$ cat src/pkg/sbd_pkg.sv
`default_nettype none
package sbd_pkg;
	// ------------------------------------------------------------
	// Widths and field positions of the shared bus
	// ------------------------------------------------------------
	localparam int SBD_BUS_W = 16;
	localparam int SBD_ADDR_W = 11;
	localparam int SBD_BE_W = 4;
	localparam int SBD_BE_LSB = 12;
	localparam int SBD_A16_LSB = 2;
	localparam int SBD_A16_MSB = 10;
	localparam int SBD_A8_HI_LSB = 8;
	localparam logic [10:0] SBD_ADDR_RST = 11'h000;
	localparam logic [3:0] SBD_BE_RST = 4'h0;
	localparam logic [15:0] SBD_DATA_RST = 16'h0000;

	// Write sequencing for the 8-bit address pair
	typedef enum logic {
		SBD_ADDR_LOW,
		SBD_ADDR_HIGH
	} sbd_phase_t;

	// Decoded access handed to the core
	typedef struct packed {
		logic [10:0] addr;
		logic [3:0] byte_en;
		logic [15:0] data;
	} sbd_access_t;
endpackage : sbd_pkg
`default_nettype wire

$ cat src/sbd_demux.sv
`timescale 1ns/100ps
`default_nettype none

module sbd_demux
	import sbd_pkg::*;
(
	input wire logic clk,
	input wire logic reset,
	input wire logic bus16_mode,
	input wire logic device_select_n,
	input wire logic write_n,
	input wire logic addr_data_sel,
	input wire logic [15:0] shared_bus_line,
	output logic [10:0] addr,
	output logic [3:0] byte_lane_enable,
	output logic [15:0] wr_data,
	output logic wr_data_valid,
	output logic addr_valid
);
	// ------------------------------------------------------------
	// Write strobe edge detection
	// ------------------------------------------------------------
	logic write_n_q;
	logic wr_take;
	// Strobes are treated as synchronous; capture on the falling edge of write
	// Needing a high sample first means a strobe held low for many cycles is taken once only
	assign wr_take = !device_select_n && !write_n && write_n_q;

	// ------------------------------------------------------------
	// Decode state
	// ------------------------------------------------------------
	sbd_phase_t phase, next_phase;
	logic [10:0] next_addr;
	logic [3:0] next_be;
	logic [15:0] next_data;
	logic next_data_valid, next_addr_valid;

	// Next-value computation for address, enables, data and phase
	always_comb begin
		next_phase = phase;
		next_addr = addr;
		next_be = byte_lane_enable;
		next_data = wr_data;
		next_data_valid = 1'b0;
		next_addr_valid = 1'b0;
		if (wr_take) begin
			if (!addr_data_sel) begin
				if (bus16_mode) begin
					next_data = shared_bus_line;
				end else begin
					// Upper lines are tied low in byte mode, never trust them
					next_data = {8'h00, shared_bus_line[7:0]};
				end
				next_data_valid = 1'b1;
			end else if (bus16_mode) begin
				// Line 11 and lines 1..0 are dropped here
				next_be = shared_bus_line[15:SBD_BE_LSB];
				next_addr = {shared_bus_line[SBD_A16_MSB:SBD_A16_LSB], 2'b00};
				next_phase = SBD_ADDR_LOW;
				next_addr_valid = 1'b1;
			end else if (phase == SBD_ADDR_LOW) begin
				next_addr = {addr[10:8], shared_bus_line[7:0]};
				next_phase = SBD_ADDR_HIGH;
			end else begin
				next_addr = {shared_bus_line[2:0], addr[7:0]};
				next_phase = SBD_ADDR_LOW;
				next_addr_valid = 1'b1;
			end
		end
	end

	// Registers only; outputs stay flop-driven
	always_ff @(posedge clk) begin
		if (reset) begin
			// Edge detector starts at the idle level, so a selected strobe already low as reset lifts is taken at once
			write_n_q <= 1'b1;
			phase <= SBD_ADDR_LOW;
			addr <= SBD_ADDR_RST;
			byte_lane_enable <= SBD_BE_RST;
			wr_data <= SBD_DATA_RST;
			wr_data_valid <= 1'b0;
			addr_valid <= 1'b0;
		end else begin
			write_n_q <= write_n;
			phase <= next_phase;
			addr <= next_addr;
			byte_lane_enable <= next_be;
			wr_data <= next_data;
			wr_data_valid <= next_data_valid;
			addr_valid <= next_addr_valid;
		end
	end

	// ------------------------------------------------------------
	// Checks
	// ------------------------------------------------------------
	property p_data16;
		@(posedge clk) disable iff (reset)
		(wr_take && !addr_data_sel && bus16_mode) |=> (wr_data == $past(shared_bus_line)) && wr_data_valid;
	endproperty
	a_data16: assert property (p_data16) else $error("16-bit data not taken");

	property p_be;
		@(posedge clk) disable iff (reset)
		(wr_take && addr_data_sel && bus16_mode) |=> byte_lane_enable == $past(shared_bus_line[15:12]);
	endproperty
	a_be: assert property (p_be) else $error("byte enables wrong");

	property p_a16;
		@(posedge clk) disable iff (reset)
		(wr_take && addr_data_sel && bus16_mode) |=> addr == {$past(shared_bus_line[10:2]), 2'b00} && addr_valid;
	endproperty
	a_a16: assert property (p_a16) else $error("16-bit address wrong");

	property p_data8;
		@(posedge clk) disable iff (reset)
		(wr_take && !addr_data_sel && !bus16_mode) |=> wr_data[15:8] == 8'h00;
	endproperty
	a_data8: assert property (p_data8) else $error("upper lines used in 8-bit mode");

	property p_lo8;
		@(posedge clk) disable iff (reset)
		(wr_take && addr_data_sel && !bus16_mode && phase == SBD_ADDR_LOW)
			|=> addr[7:0] == $past(shared_bus_line[7:0]) && !addr_valid;
	endproperty
	a_lo8: assert property (p_lo8) else $error("low address byte wrong");

	property p_hi8;
		@(posedge clk) disable iff (reset)
		(wr_take && addr_data_sel && !bus16_mode && phase == SBD_ADDR_HIGH)
			|=> addr[10:8] == $past(shared_bus_line[2:0]) && addr[7:0] == $past(addr[7:0]) && addr_valid;
	endproperty
	a_hi8: assert property (p_hi8) else $error("high address bits wrong");

	property p_hold;
		@(posedge clk) disable iff (reset)
		(!wr_take || !addr_data_sel) |=> $stable(addr) && $stable(byte_lane_enable);
	endproperty
	a_hold: assert property (p_hold) else $error("latched address changed");

	property p_sel;
		@(posedge clk) disable iff (reset)
		device_select_n |=> !wr_data_valid && !addr_valid;
	endproperty
	a_sel: assert property (p_sel) else $error("access without select");

	// ------------------------------------------------------------
	// Pulse, hold, reset and bit-placement checks
	// ------------------------------------------------------------
	// Reset clears every output and rearms the byte-mode pair
	property p_rst;
		@(posedge clk)
		reset |=> addr == SBD_ADDR_RST && byte_lane_enable == SBD_BE_RST && wr_data == SBD_DATA_RST
			&& !wr_data_valid && !addr_valid && phase == SBD_ADDR_LOW;
	endproperty
	a_rst: assert property (p_rst) else $error("reset state wrong");

	// A strobe held low across edges must not be taken again
	property p_once;
		@(posedge clk) disable iff (reset)
		(!write_n && !write_n_q) |=> !wr_data_valid && !addr_valid;
	endproperty
	a_once: assert property (p_once) else $error("held strobe taken twice");

	// Valid pulses last exactly one cycle
	property p_pulse;
		@(posedge clk) disable iff (reset)
		(wr_data_valid || addr_valid) |=> !wr_data_valid && !addr_valid;
	endproperty
	a_pulse: assert property (p_pulse) else $error("valid pulse too long");

	// Word address leaves the two low bits clear and rearms the byte-mode pair
	property p_a16_low;
		@(posedge clk) disable iff (reset)
		(wr_take && addr_data_sel && bus16_mode) |=> addr[1:0] == 2'b00 && phase == SBD_ADDR_LOW;
	endproperty
	a_a16_low: assert property (p_a16_low) else $error("16-bit address low bits set");

	// Line 0 lands in bit 0 on the first byte-mode write and in bit 8 on the second
	property p_line0;
		@(posedge clk) disable iff (reset)
		(wr_take && addr_data_sel && !bus16_mode)
			|=> ($past(phase) == SBD_ADDR_LOW ? addr[0] == $past(shared_bus_line[0])
				: addr[8] == $past(shared_bus_line[0]));
	endproperty
	a_line0: assert property (p_line0) else $error("line 0 address bit wrong");

	// First byte-mode write keeps the upper address bits until the second arrives
	property p_lo8_keep;
		@(posedge clk) disable iff (reset)
		(wr_take && addr_data_sel && !bus16_mode && phase == SBD_ADDR_LOW) |=> addr[10:8] == $past(addr[10:8]);
	endproperty
	a_lo8_keep: assert property (p_lo8_keep) else $error("upper address bits lost");

	// Byte-mode data takes lines 7 to 0 exactly
	property p_data8_low;
		@(posedge clk) disable iff (reset)
		(wr_take && !addr_data_sel && !bus16_mode) |=> wr_data[7:0] == $past(shared_bus_line[7:0]) && wr_data_valid;
	endproperty
	a_data8_low: assert property (p_data8_low) else $error("8-bit data not taken");

	// Captured data holds until the next data write
	property p_dhold;
		@(posedge clk) disable iff (reset)
		(!wr_take || addr_data_sel) |=> $stable(wr_data);
	endproperty
	a_dhold: assert property (p_dhold) else $error("captured data changed");

	// Byte-mode address writes leave the enables alone, their lines are tied low there
	property p_be8;
		@(posedge clk) disable iff (reset)
		(wr_take && addr_data_sel && !bus16_mode) |=> $stable(byte_lane_enable);
	endproperty
	a_be8: assert property (p_be8) else $error("enables changed in 8-bit mode");
endmodule : sbd_demux

`default_nettype wire

$ cat config.mk
export PLATFORM = sky130hd
export DESIGN_NAME = sbd_demux
export DESIGN_NICKNAME = d
export VERILOG_FILES = /design/src/pkg/sbd_pkg.sv /design/src/sbd_demux.sv
export SDC_FILE = /design/constraint.sdc
export NUM_CORES = 1
export LEC_CHECK = 0
export BUFFER_PORTS_ARGS = -buffer_cell sky130_fd_sc_hd__clkbuf_2
export CAP_MARGIN = 25
export CORE_MARGIN = 5
export CORE_UTILIZATION = 51
export DETAILED_ROUTE_END_ITERATION = 6
export PLACE_DENSITY = 0.83
export SYNTH_ARGS = -nofsm -noshare
export SYNTH_HDL_FRONTEND = slang
export SYNTH_SLANG_ARGS = --single-unit
$ cat constraint.sdc
create_clock -name clk -period 3.3 [get_ports clk]
set_clock_uncertainty 0.2 [all_clocks]
set_input_delay 0.495 -clock clk [delete_from_list [all_inputs] [get_ports clk]]
set_output_delay 0.495 -clock clk [all_outputs]
set_load 0.01 [all_outputs]
# After elaboration in Yosys (flattened, before gate mapping)

Index checks and enable logic that the tools add are counted.

Input port bits: 22
Flip-flop bits (word level): 35
Word-level logic and storage cells: 31
Output and inout bits: 33

Bitwise logic cells: 2
Equal/unequal tests: 1
Muxes and demuxes: 8
Reduce and logical (&&, ||, !) cells: 12

Operator list:

| cell                                  | number |
|---|---|
| 2-to-1 mux 11 bit                     | 2 |
| 2-to-1 mux 16 bit                     | 1 |
| AND reduction 3 bit                   | 3 |
| 2-to-1 mux 1 bit                      | 5 |
| AND reduction 2 bit                   | 2 |
| OR reduction 3 bit                    | 1 |
| logical AND 1 bit                     | 2 |
| logical NOT 1 bit                     | 2 |
| != test 2 bit (second input constant) | 1 |
| NOT 1 bit                             | 2 |
| nonzero test 2 bit                    | 1 |
| OR reduction 2 bit                    | 1 |

# Longest topological paths before layout

Gate-level depths: netlist (run 1).

Depth after elaboration: 5
Gate-level depth with buffers: 5

# Worst setup path before layout (run 1)

No wires, ideal clock.

Kind: input to register
Start: input addr_data_sel
End: register wr_data[1]
Path slack: 1.564 ns
Data required time: 2.965 ns
Cell stages on the path: 5
Path buffers: 2
Arrival: 1.401 ns
Path through: or4b_1 -> buf_6 -> buf_8 -> nand2_2 -> a21oi_2

Word-level cells in the longest chain between the ends: 2

Ends and longest elaborated chain:

| item                          | line            | source |
|---|---|---|
| start, declared               | sbd_demux.sv:12 | `input wire logic addr_data_sel,` |
| NOT 1 bit (no line)           | n/a             |  |
| AND reduction 2 bit (no line) | n/a             |  |
| end signal, assigned          | sbd_demux.sv:88 | `wr_data <= next_data;` |
| end, declared                 | sbd_demux.sv:16 | `output logic [15:0] wr_data,` |

Every way passes these cells.
A chain may end at the register's enable or synchronous reset.

# Final worst setup path (run 1)

Start: input bus16_mode
End: register addr[10]

Word-level cells in the longest chain between the ends: 2
Elaborated cells on any way between the ends: 3
Those cells by class: mux: 1; reduce/logical: 2

Ends and longest elaborated chain:

| item                          | line            | source |
|---|---|---|
| start, declared               | sbd_demux.sv:9  | `input wire logic bus16_mode,` |
| nonzero test 2 bit (no line)  | n/a             |  |
| AND reduction 3 bit (no line) | n/a             |  |
| end signal, assigned          | sbd_demux.sv:86 | `addr <= next_addr;` |
| end, declared                 | sbd_demux.sv:14 | `output logic [10:0] addr,` |

Several ways; a longest one is shown, not always the timed one.

==> impl_metrics.json, run 1 <==
{
  "num_vias": 1336,
  "post_cts_resized": 0,
  "cts_hold_buf": 0,
  "combPwrFrac_pct": 10.2,
  "layout_common_cells": "clkbuf_2 (54), dfxtp_1 (35), a21oi_1 (24), nand2_1 (22), nand3_1 (10)",
  "rrSetupSlack_ns": 1.48,
  "finalInstanceArea_sq_um": 1705,
  "drt_iter0_drc": 64,
  "n_antenna_cell": 0,
  "drt_wl_total_um": 3454,
  "drv_cap": 0,
  "synthCells": 156,
  "placed_area_sq_um": 1649,
  "drt-pass1-iter-count": 4,
  "synth_area_sq_um": 1406,
  "critPathMaxFanout": 17,
  "setup_violations": 0,
  "cp_cell_sequence": "clkbuf_2 -> nor2b_1 -> a22oi_1 -> a211oi_1",
  "grt_first_pass_wirelength_um": 5940,
  "synth_nets": 178,
  "min_path_cells": 3,
  "cp.arrival_ns": 1.87,
  "drc_errors": 0,
  "cts_setup_buffers": 0,
  "fp.dieH_um": 62.51,
  "grt_max_degree": 40,
  "layout_min_cycle_time_ns": 1.836,
  "pwr-share-seq_pct": 59.1,
  "tightest_slew_ns": 0.9244,
  "clk_latency_ns": 0.33,
  "cts_buffer_depth": 2,
  "p_sw_mw": 0.1817,
  "place_congestion": 0.7899,
  "power.share.switching_pct": 24.45,
  "start_kind": "input port",
  "ys_warn_count": 0,
  "required_ns": 3.34,
  "antenna_found_initial": 0,
  "p_per_area_nw_per_um2": 435.7,
  "clkPwrFrac_pct": 30.7,
  "power_mw": 0.7431,
  "drive_gt1_share_pct": 36.10,
  "grt_pass1_vias": 1271,
  "rows": 19,
  "regArea_sq_um": 700.7,
  "final_util_pct": 62.93,
  "syn_to_final_growth_pct": 21.26,
  "hold_violations": 0,
  "wire_per_inst_um": 14.64,
  "critPathMaxStageDelay_ns": 0.72,
  "r2r_cells": 3,
  "min_to": "wr_data[5]$_SDFFE_PP0P_",
  "p_int_mw": 0.5614,
  "ant_nets": 0,
  "vias_per_cell": 5.661,
  "post_synth.cell_area_avg_sq_um": 9.015,
  "hp-start": "shared_bus_line[5]",
  "final_common_cell": "clkbuf_2",
  "cp_slowest_cell": "nor2b_1",
  "r2r-start": "phase$_SDFFE_PP0P_",
  "fillers": 260,
  "cts_tree": "done",
  "start_util_pct": 51.89,
  "r2r-end": "addr[10]$_SDFFE_PP0P_",
  "synth_cell_types": 25,
  "htree_levels": 2,
  "core_sq_um": 2710,
  "worst_setup_path_end_kind": "flop",
  "yosysSeqAreaShare_pct": 49.82,
  "multi_input_area_sq_um": 639.4,
  "io_pins": 55,
  "power_leakage_nw": 0.6915,
  "setup_ws_ns": 1.464,
  "fin_crit_sh_pct": 55.64,
  "slew_headroom_pct": 38.12,
  "dieArea_sq_um": 3908,
  "grt-ovfl-total": 0,
  "fp.dieW_um": 62.51,
  "maxSlewViolCount": 0,
  "outcome": "finished clean",
  "ir_worst_vdd_mv": 0.4029,
  "clock_sinks": 35,
  "timing.setup.tns_ns": 0,
  "synth-seq-cells": 35,
  "cts_buffers": 5,
  "hpwl_um": 2460,
  "path_class": "input port to flop",
  "post-place-ws_ns": 1.132,
  "hold_class": "input port to flop",
  "fin_nets": 227,
  "clk_pin_slew_ns": 0.10,
  "track_usage_pct": 18.79,
  "rsz0062_at_grt": "no",
  "fmax_ghz": 0.5447,
  "root_buffer": "clkbuf_4",
  "numPortBuffers": 54
}
[logic make-up (layout without fill, tap and decap cells)]
kind of cell	after synthesis	in the layout	synth area share, %
AND/OR/NAND/NOR	63	63	25.53
flip-flops	35	35	49.82
multiplexers	4	4	2.847
AO/OA/AOI/OAI	42	42	17.08
buffers and inverters	12	61	4.715
[worst max path at each step]
stage	from	end	slack, ns
after detailed placement	bus16_mode	addr[10]$_SDFFE_PP0P_	1.13
after global placement	addr_data_sel	wr_data[10]$_SDFFE_PP0P_	1.24
after global routing	phase$_SDFFE_PP0P_	addr[10]$_SDFFE_PP0P_	1.23
after CTS	phase$_SDFFE_PP0P_	addr[10]$_SDFFE_PP0P_	1.46
final	bus16_mode	addr[10]$_SDFFE_PP0P_	1.46
after floorplan	addr_data_sel	wr_data[1]$_SDFFE_PP0P_	1.56
[state kept, by name, indices dropped and copies added (netlist names)]
| signal | cells |
|---|---|
| addr | 11 |
| write_n_q | 1 |
| wr_data_valid | 1 |
| byte_lane_enable | 4 |
| wr_data | 16 |
| addr_valid | 1 |
| phase | 1 |
[synth_stat cells]
cell,n,share of area (%)
o21ai_0,8,2.8
nand2_2,4,1.8
nand4bb_1,1,0.80
a22oi_1,3,1.6
nor3_1,1,0.36
nand2b_1,8,3.6
dfxtp_1,35,50
nand3b_1,6,3.2
nor4b_4,1,1.7
and4bb_2,1,0.89
mux2i_1,4,2.8
nor2b_1,1,0.45
buf_6,1,0.80
or4b_1,1,0.71
or2_2,2,0.89
a21oi_1,24,8.5
a211oi_1,3,1.6
and4_2,1,0.71
nand2_1,22,5.9
a21oi_2,4,2.5
buf_2,2,0.71
buf_8,1,1.1
nand3_1,10,3.6
clkbuf_1,8,2.1
nor2_1,4,1.1
[worst max-delay path, delay by kind of cell]
kind,cells,cell delay [ns]
buffers and inverters,1,0.22
AND/OR/NAND/NOR,1,0.72
AO/OA/AOI/OAI,2,0.44
[per-layer routing]
layer	wire [um]	vias to the layer above	GRT usage (%)	part of all wire [%]
met5	0	-	0	0
met4	62	0	6.897	1.8
met3	319	8	8.453	9.2
met2	1655	57	28.24	48
met1	1416	635	23.56	41
li1	-	636	-	-
[final cells by class]
type	count	area share, %
clock inverter	1	0.2935
tap	31	2.274
clock buffer	6	3.008
timing repair buffer	54	15.85
sequential	35	41.09
multi-input combinational	109	37.49
[through the flow]
step / cells / hold WS, ns
3_3_place_gp: 229 / 0.2423
2_1_floorplan: 156 / 0.2534
3_5_place_dp: 229 / 0.2486
4_1_cts: 236 / 0.1743
6_report: 236 / 0.1848
5_1_grt: 236 / 0.1690
[power groups by stage]
stage | logic (mW) | clock network [mW] | registers, mW
2_1_floorplan | 0.0389 | 0 | 0.452
3_5_place_dp | 0.0752 | 0 | 0.448
3_3_place_gp | 0.0730 | 0 | 0.448
6_report | 0.0758 | 0.228 | 0.439
4_1_cts | 0.0757 | 0.237 | 0.439
5_1_grt | 0.0843 | 0.262 | 0.440
(Power assumes the default switching activity.)
==> run 2: changes to the inputs <==
ABC_AREA = 1   (was not set)
CORE_UTILIZATION = 43   (was 51)
PLACE_DENSITY = 0.74   (was 0.83)
clock period = 1.54 ns   (was 3.3 ns; I/O delays follow)
==> run 2 against run 1 <==
First-iteration DRC count decreased by 7.8%. Clock power increased by 100%. Total power increased by 120%. Highest routed layer unchanged. Synthesized area increased by 5.8%. Wire length increased by 6.3%. Sequential share of layout area decreased by 5.7 points. Final cell count increased by 36%. Clock-buffer cell count increased by 1. Hold slack got worse by 0.15 ns.
==> impl_metrics.json, run 2 <==
{
  "r2r-end": "addr[2]$_SDFFE_PP0P_",
  "r2r-start": "write_n_q$_SDFF_PP1_",
  "grt_first_pass_wirelength_um": 5927,
  "synth_edf_count": 0,
  "io_pins": 55,
  "num_vias": 1527,
  "required_ns": 1.58,
  "p_per_area_nw_per_um2": 840.2,
  "fp.dieW_um": 68.82,
  "worst_setup_path_end_kind": "flop",
  "synth_top_area_cell": "dfxtp_1",
  "ant_nets": 0,
  "layout_min_cycle_time_ns": 1.378,
  "post_cts_resized": 0,
  "timing.setup.tns_ns": 0,
  "yosysSeqAreaShare_pct": 47.10,
  "track_usage_pct": 16.82,
  "rows": 21,
  "r2r_cells": 6,
  "drt-pass1-iter-count": 4,
  "start_kind": "flop",
  "syn_to_final_growth_pct": 32.97,
  "cp.arrival_ns": 1.41,
  "tightest_slew_ns": 0.5258,
  "drc_errors": 0,
  "clk_latency_ns": 0.33,
  "combPwrFrac_pct": 15.0,
  "post_synth.cell_area_avg_sq_um": 7.257,
  "fin_nets": 296,
  "setup_violations": 0,
  "hpwl_um": 2691,
  "ys_warn_count": 0,
  "crit_path_start": "write_n_q$_SDFF_PP1_",
  "yosysMostFrequentCell": "nand2_1",
  "final_common_cell": "clkbuf_2",
  "synth_nets": 227,
  "vias_per_cell": 4.757,
  "n_antenna_cell": 0,
  "grt-ovfl-total": 0,
  "drv_cap": 0,
  "rrSetupSlack_ns": 0.16,
  "grt_max_degree": 21,
  "reg_top3": "wr_data x16, addr x11, byte_lane_enable x4",
  "synth_top_area_share_pct": 47.10,
  "wire_per_inst_um": 11.44,
  "grt_pass1_vias": 1432,
  "fin_hold_ws_ns": 0.03917,
  "p_int_mw": 1.219,
  "antenna_found_initial": 0,
  "synth_cell_types": 19,
  "synthArstFlopShare_pct": 0,
  "dieArea_sq_um": 4736,
  "cts_buffers": 5,
  "synth-seq-cells": 35,
  "top_register": "wr_data",
  "largest_register_ff_count": 16,
  "numPortBuffers": 54,
  "layout_common_cells": "clkbuf_2 (54), nand2_1 (50), dfxtp_1 (35), nand3_1 (30), nor2_1 (24)",
  "path_class": "flop to flop",
  "start_util_pct": 44.58,
  "ir_worst_vdd_mv": 0.6114,
  "pwr-share-seq_pct": 57.2,
  "fin_crit_sh_pct": 89.50,
  "drt_iter0_drc": 59,
  "synth_area_sq_um": 1488,
  "outcome": "finished clean",
  "cts_tree": "done",
  "synth_area_leaders": "dfxtp_1 (47%), nand2_1 (13%), nand3_1 (10%)",
  "drive_gt1_share_pct": 28.00,
  "power_leakage_nw": 0.9544,
  "htree_levels": 2,
  "power.share.switching_pct": 26.63,
  "slew_headroom_pct": 64.91,
  "place_congestion": 0.8411,
  "hold_violations": 0,
  "fmax_ghz": 0.7256,
  "cts_buffer_depth": 2,
  "clkPwrFrac_pct": 27.8,
  "crit_path_end": "addr[2]$_SDFFE_PP0P_",
  "p_sw_mw": 0.4426,
  "cts_setup_buffers": 0,
  "clk_pin_slew_ns": 0.09,
  "rsz0062_at_grt": "no",
  "synth_commonest_cells": "nand2_1 (50), dfxtp_1 (35), nand3_1 (30), nor2_1 (24), a21oi_1 (21)",
  "clock_sinks": 35,
  "ys.flop_type": "dfxtp_1",
  "drt_wl_total_um": 3671,
  "hold_class": "input port to flop",
  "root_buffer": "clkbuf_4",
  "core_sq_um": 3337,
  "fp.dieH_um": 68.82,
  "critPathMaxFanout": 18,
  "maxSlewViolCount": 0,
  "synthCells": 205
}
-- run 2: cell count changes in the layout (fill, tap and decap cells not counted), sizes merged, moves of 4 or more --
cell,change
a21oi,-6
buf,+7
dlygate4sd3,+12
inv,+17
mux2i,-4
nand2,+26
nand2b,-8
nand3,+21
nand3b,-6
nand4,+4
nor2,+23
o21ai,-6
-- run 2: how the worst min path moves through the flow --
stage,from,cells after the start,endpoint,slack [ns]
floorplan,write_n,1,write_n_q$_SDFF_PP1_,0.14
global placement,byte_lane_enable[3]$_SDFFE_PP0P_,2,byte_lane_enable[3]$_SDFFE_PP0P_,0.25
detailed placement,byte_lane_enable[1]$_SDFFE_PP0P_,2,byte_lane_enable[1]$_SDFFE_PP0P_,0.25
CTS,reset,3,byte_lane_enable[2]$_SDFFE_PP0P_,0.01
global route,reset,3,byte_lane_enable[1]$_SDFFE_PP0P_,0.03
finish,reset,3,wr_data[15]$_SDFFE_PP0P_,0.04
-- run 2: cells by family (layout without fill, tap and decap cells) --
logic type,after synthesis,in the layout,share of synthesized area [%]
AOI/OAI and AO/OA,24,24,8.326
buffers and inverters,31,101,9.924
DFF,35,35,47.10
and+or+nand+nor,115,115,34.65
-- run 2: metrics by stage --
| stage | power (mW) | cell area [sq um] | util (%) | instances | setup WS, ns |
|---|---|---|---|---|---|
| 2_1_floorplan | 1.107 | 1488 | - | 205 | 0.3047 |
| 3_3_place_gp | 1.195 | 1808 | 54.18 | 301 | 0.04557 |
| 3_5_place_dp | 1.198 | 1808 | 54.18 | 301 | 0.02199 |
| 4_1_cts | 1.682 | 1978 | 59.28 | 321 | 0.1577 |
| 5_1_grt | 1.746 | 1978 | 59.28 | 321 | 0.02064 |
| 6_report | 1.662 | 1978 | 59.28 | 321 | 0.1617 |
-- run 2: metal layers --
metal	share of wire, %	vias to the layer above	track usage, %
met5	0	-	0
met4	0.93	0	4.623
met3	7.1	5	5.997
met2	50	46	30.87
met1	42	684	18.06
li1	-	792	-
-- run 2: layout make-up --
class	count	area, sq um
Multi-Input combinational cell	139	639.4
Clock inverter	1	5.005
Timing Repair Buffer	73	455.4
Inverter	20	75.07
Clock buffer	7	45.04
Sequential cell	35	700.7
Fill cell	338	1359
Tap cell	46	57.56
-- run 2: worst max-delay path, stage by stage, from the launching register on --
cell     delay, ns
dfxtp_1       0.43
nand2_2       0.09
nor2_4        0.18
buf_12        0.17
nand3_1       0.07
nand2_1       0.08
nor2_1        0.05
-- run 2: timing repair --
action,in CTS,in global routing
endpoints found under the hold margin,13,0
hold buffers,12,0
setup endpoints to repair,0,0
-- run 2: power by group through the flow --
stage	logic, mW	clock network (mW)	registers, mW
floorplan	0.127	0	0.980
global placement	0.225	0	0.970
detailed placement	0.227	0	0.971
CTS	0.251	0.481	0.950
global route	0.282	0.510	0.954
finish	0.250	0.462	0.950
==> run 3: changes to the inputs <==
ABC_AREA = not set   (was 1)
PLACE_DENSITY = 0.75   (was 0.74)
==> run 3 against run 2 <==
Global-route usage rose by 1.9 points. Die area fell by 4.7%. Wire length rose by 6.4%. Design area rose by 3.4%. Clock-buffer cell count fell by 1. Maximum frequency fell by 5.0%. Non-clock buffer count rose by 9. Setup slack got worse by 0.073 ns. Total power rose by 11%. Combinational power fell by 8.4%. Clock power rose by 48%. Critical path type unchanged.
==> impl_metrics.json, run 3 (synthesized netlist as in run 1, its figures left out) <==
{
  "outcome": "finished clean",
  "clk_pin_slew_ns": 0.10,
  "setup_violations": 0,
  "track_usage_pct": 18.73,
  "critPathBufInv": 1,
  "fin_nets": 255,
  "drt-pass1-iter-count": 4,
  "critPathMaxStageDelay_ns": 0.48,
  "wire_per_inst_um": 14.05,
  "largest_register_ff_count": 16,
  "cts_buffers": 5,
  "final_common_cell": "clkbuf_2",
  "hold_violations": 0,
  "stdcell_count": 278,
  "top_register": "wr_data",
  "reg_top3": "wr_data x16, addr x11, byte_lane_enable x4",
  "tightest_slew_ns": 0.2844,
  "layout_min_cycle_time_ns": 1.451,
  "ant_nets": 0,
  "place_inst": 253,
  "grt_max_degree": 25,
  "num_vias": 1377,
  "clock_sinks": 35,
  "final_util_pct": 65.93,
  "worst_setup_path_end_kind": "flop",
  "post-place-ws_ns": -0.04682,
  "timing.setup.tns_ns": 0,
  "place_congestion": 0.7658,
  "grt-ovfl-total": 0,
  "power_leakage_nw": 0.8414,
  "drive_gt1_share_pct": 37.18,
  "grt_pass1_vias": 1392,
  "rows": 20,
  "placed_area_sq_um": 1785,
  "path_class": "flop to flop",
  "multi_input_area_sq_um": 643.1,
  "drt_wl_total_um": 3905,
  "ir_worst_vdd_mv": 0.6380,
  "dieArea_sq_um": 4515,
  "start_util_pct": 45.32,
  "clk_latency_ns": 0.34,
  "root_buffer": "clkbuf_4",
  "hold_class": "input port to flop",
  "htree_levels": 2,
  "fp.dieW_um": 67.19,
  "regArea_sq_um": 700.7,
  "drc_errors": 0,
  "core_sq_um": 3103,
  "drv_cap": 0,
  "cts_buffer_depth": 2,
  "slew_headroom_pct": 81.04,
  "fillers": 276,
  "numPortBuffers": 54,
  "cts_setup_buffers": 0,
  "finalInstanceArea_sq_um": 2046,
  "maxSlewViolCount": 0,
  "fp.dieH_um": 67.19,
  "drt_iter0_drc": 71,
  "start_kind": "flop",
  "fmax_ghz": 0.6892,
  "syn_to_final_growth_pct": 45.46,
  "grt_first_pass_wirelength_um": 6361,
  "fin_hold_ws_ns": 0.05173,
  "fin_crit_sh_pct": 94.21,
  "cp_slowest_cell": "or4b_4",
  "setup_ws_ns": 0.08910,
  "power_mw": 1.851,
  "rsz0062_at_grt": "no",
  "p_per_area_nw_per_um2": 904.7,
  "hpwl_um": 2625,
  "crit_family": "simple AND/OR/NAND/NOR gates",
  "vias_per_cell": 4.953,
  "cp.arrival_ns": 1.48,
  "required_ns": 1.57,
  "critPathMaxFanout": 7,
  "layout_common_cells": "clkbuf_2 (54), dfxtp_1 (35), a21oi_1 (24), nand2_1 (22), dlygate4sd3_1 (17)",
  "cp_cell_sequence": "or4b_4 -> buf_4 -> nand2_1 -> a21oi_1",
  "io_pins": 55,
  "cts_tree": "done",
  "antenna_found_initial": 0,
  "n_antenna_cell": 0
}
[run 3: changes by cell type in the layout (fill, tap and decap cells not counted), moves of 5 or more]
cell           previous run  this run
o21ai_0                   2         8
nand2_1                  50        22
inv_1                    15         0
dlygate4sd3_1            12        17
nand2b_1                  0         8
nand3b_1                  0         6
nor2_1                   24         4
nand3_1                  30        10
[run 3: repair_timing]
item | in CTS | in global routing
setup endpoints to repair | 0 | 7
resized for setup | 0 | 1
hold buffers | 17 | 0
hold endpoints to repair | 29 | 0
[run 3: path summary, 6_finish.rpt]
path | cells after the start | start | end | slack, ns
worst min-delay path | 3 | bus16_mode | wr_data[10]$_SDFFE_PP0P_ | 0.05
worst min register to register | 2 | wr_data[11]$_SDFFE_PP0P_ | wr_data[11]$_SDFFE_PP0P_ | 0.26
worst max-delay path | 4 | write_n_q$_SDFF_PP1_ | wr_data[6]$_SDFFE_PP0P_ | 0.09
worst max register to register | 4 | write_n_q$_SDFF_PP1_ | wr_data[6]$_SDFFE_PP0P_ | 0.09
[run 3: cell type report]
cell class | instances | share of cell area (%)
clock buffer | 6 | 2.508
clock inverter | 2 | 1.713
sequential | 35 | 34.25
timing repair buffer | 82 | 27.40
multi-input combinational | 109 | 31.44
tap | 44 | 2.691
[run 3: worst reg2reg max path, delay by kind of cell, from the launching register on]
family                 cells  cell delay, ns
and+or+nand+nor            2            0.56
DFF                        1            0.34
buffers and inverters      1            0.18
AOI/OAI and AO/OA          1            0.07
[run 3: metal layers]
layer	track usage, %	part of all wire, %	vias up
li1	-	-	695
met1	23.51	42	627
met5	0	0	-
met3	4.825	6.0	5
met2	31.90	50	50
met4	4.810	1.4	0
[run 3: power breakdown]
part | leakage, nW | switching, mW | internal [mW]
Clock | 0.0482 | 0.299 | 0.384
Sequential | 0.284 | 0.0119 | 0.927
Combinational | 0.509 | 0.113 | 0.116
Total | 0.841 | 0.424 | 1.43
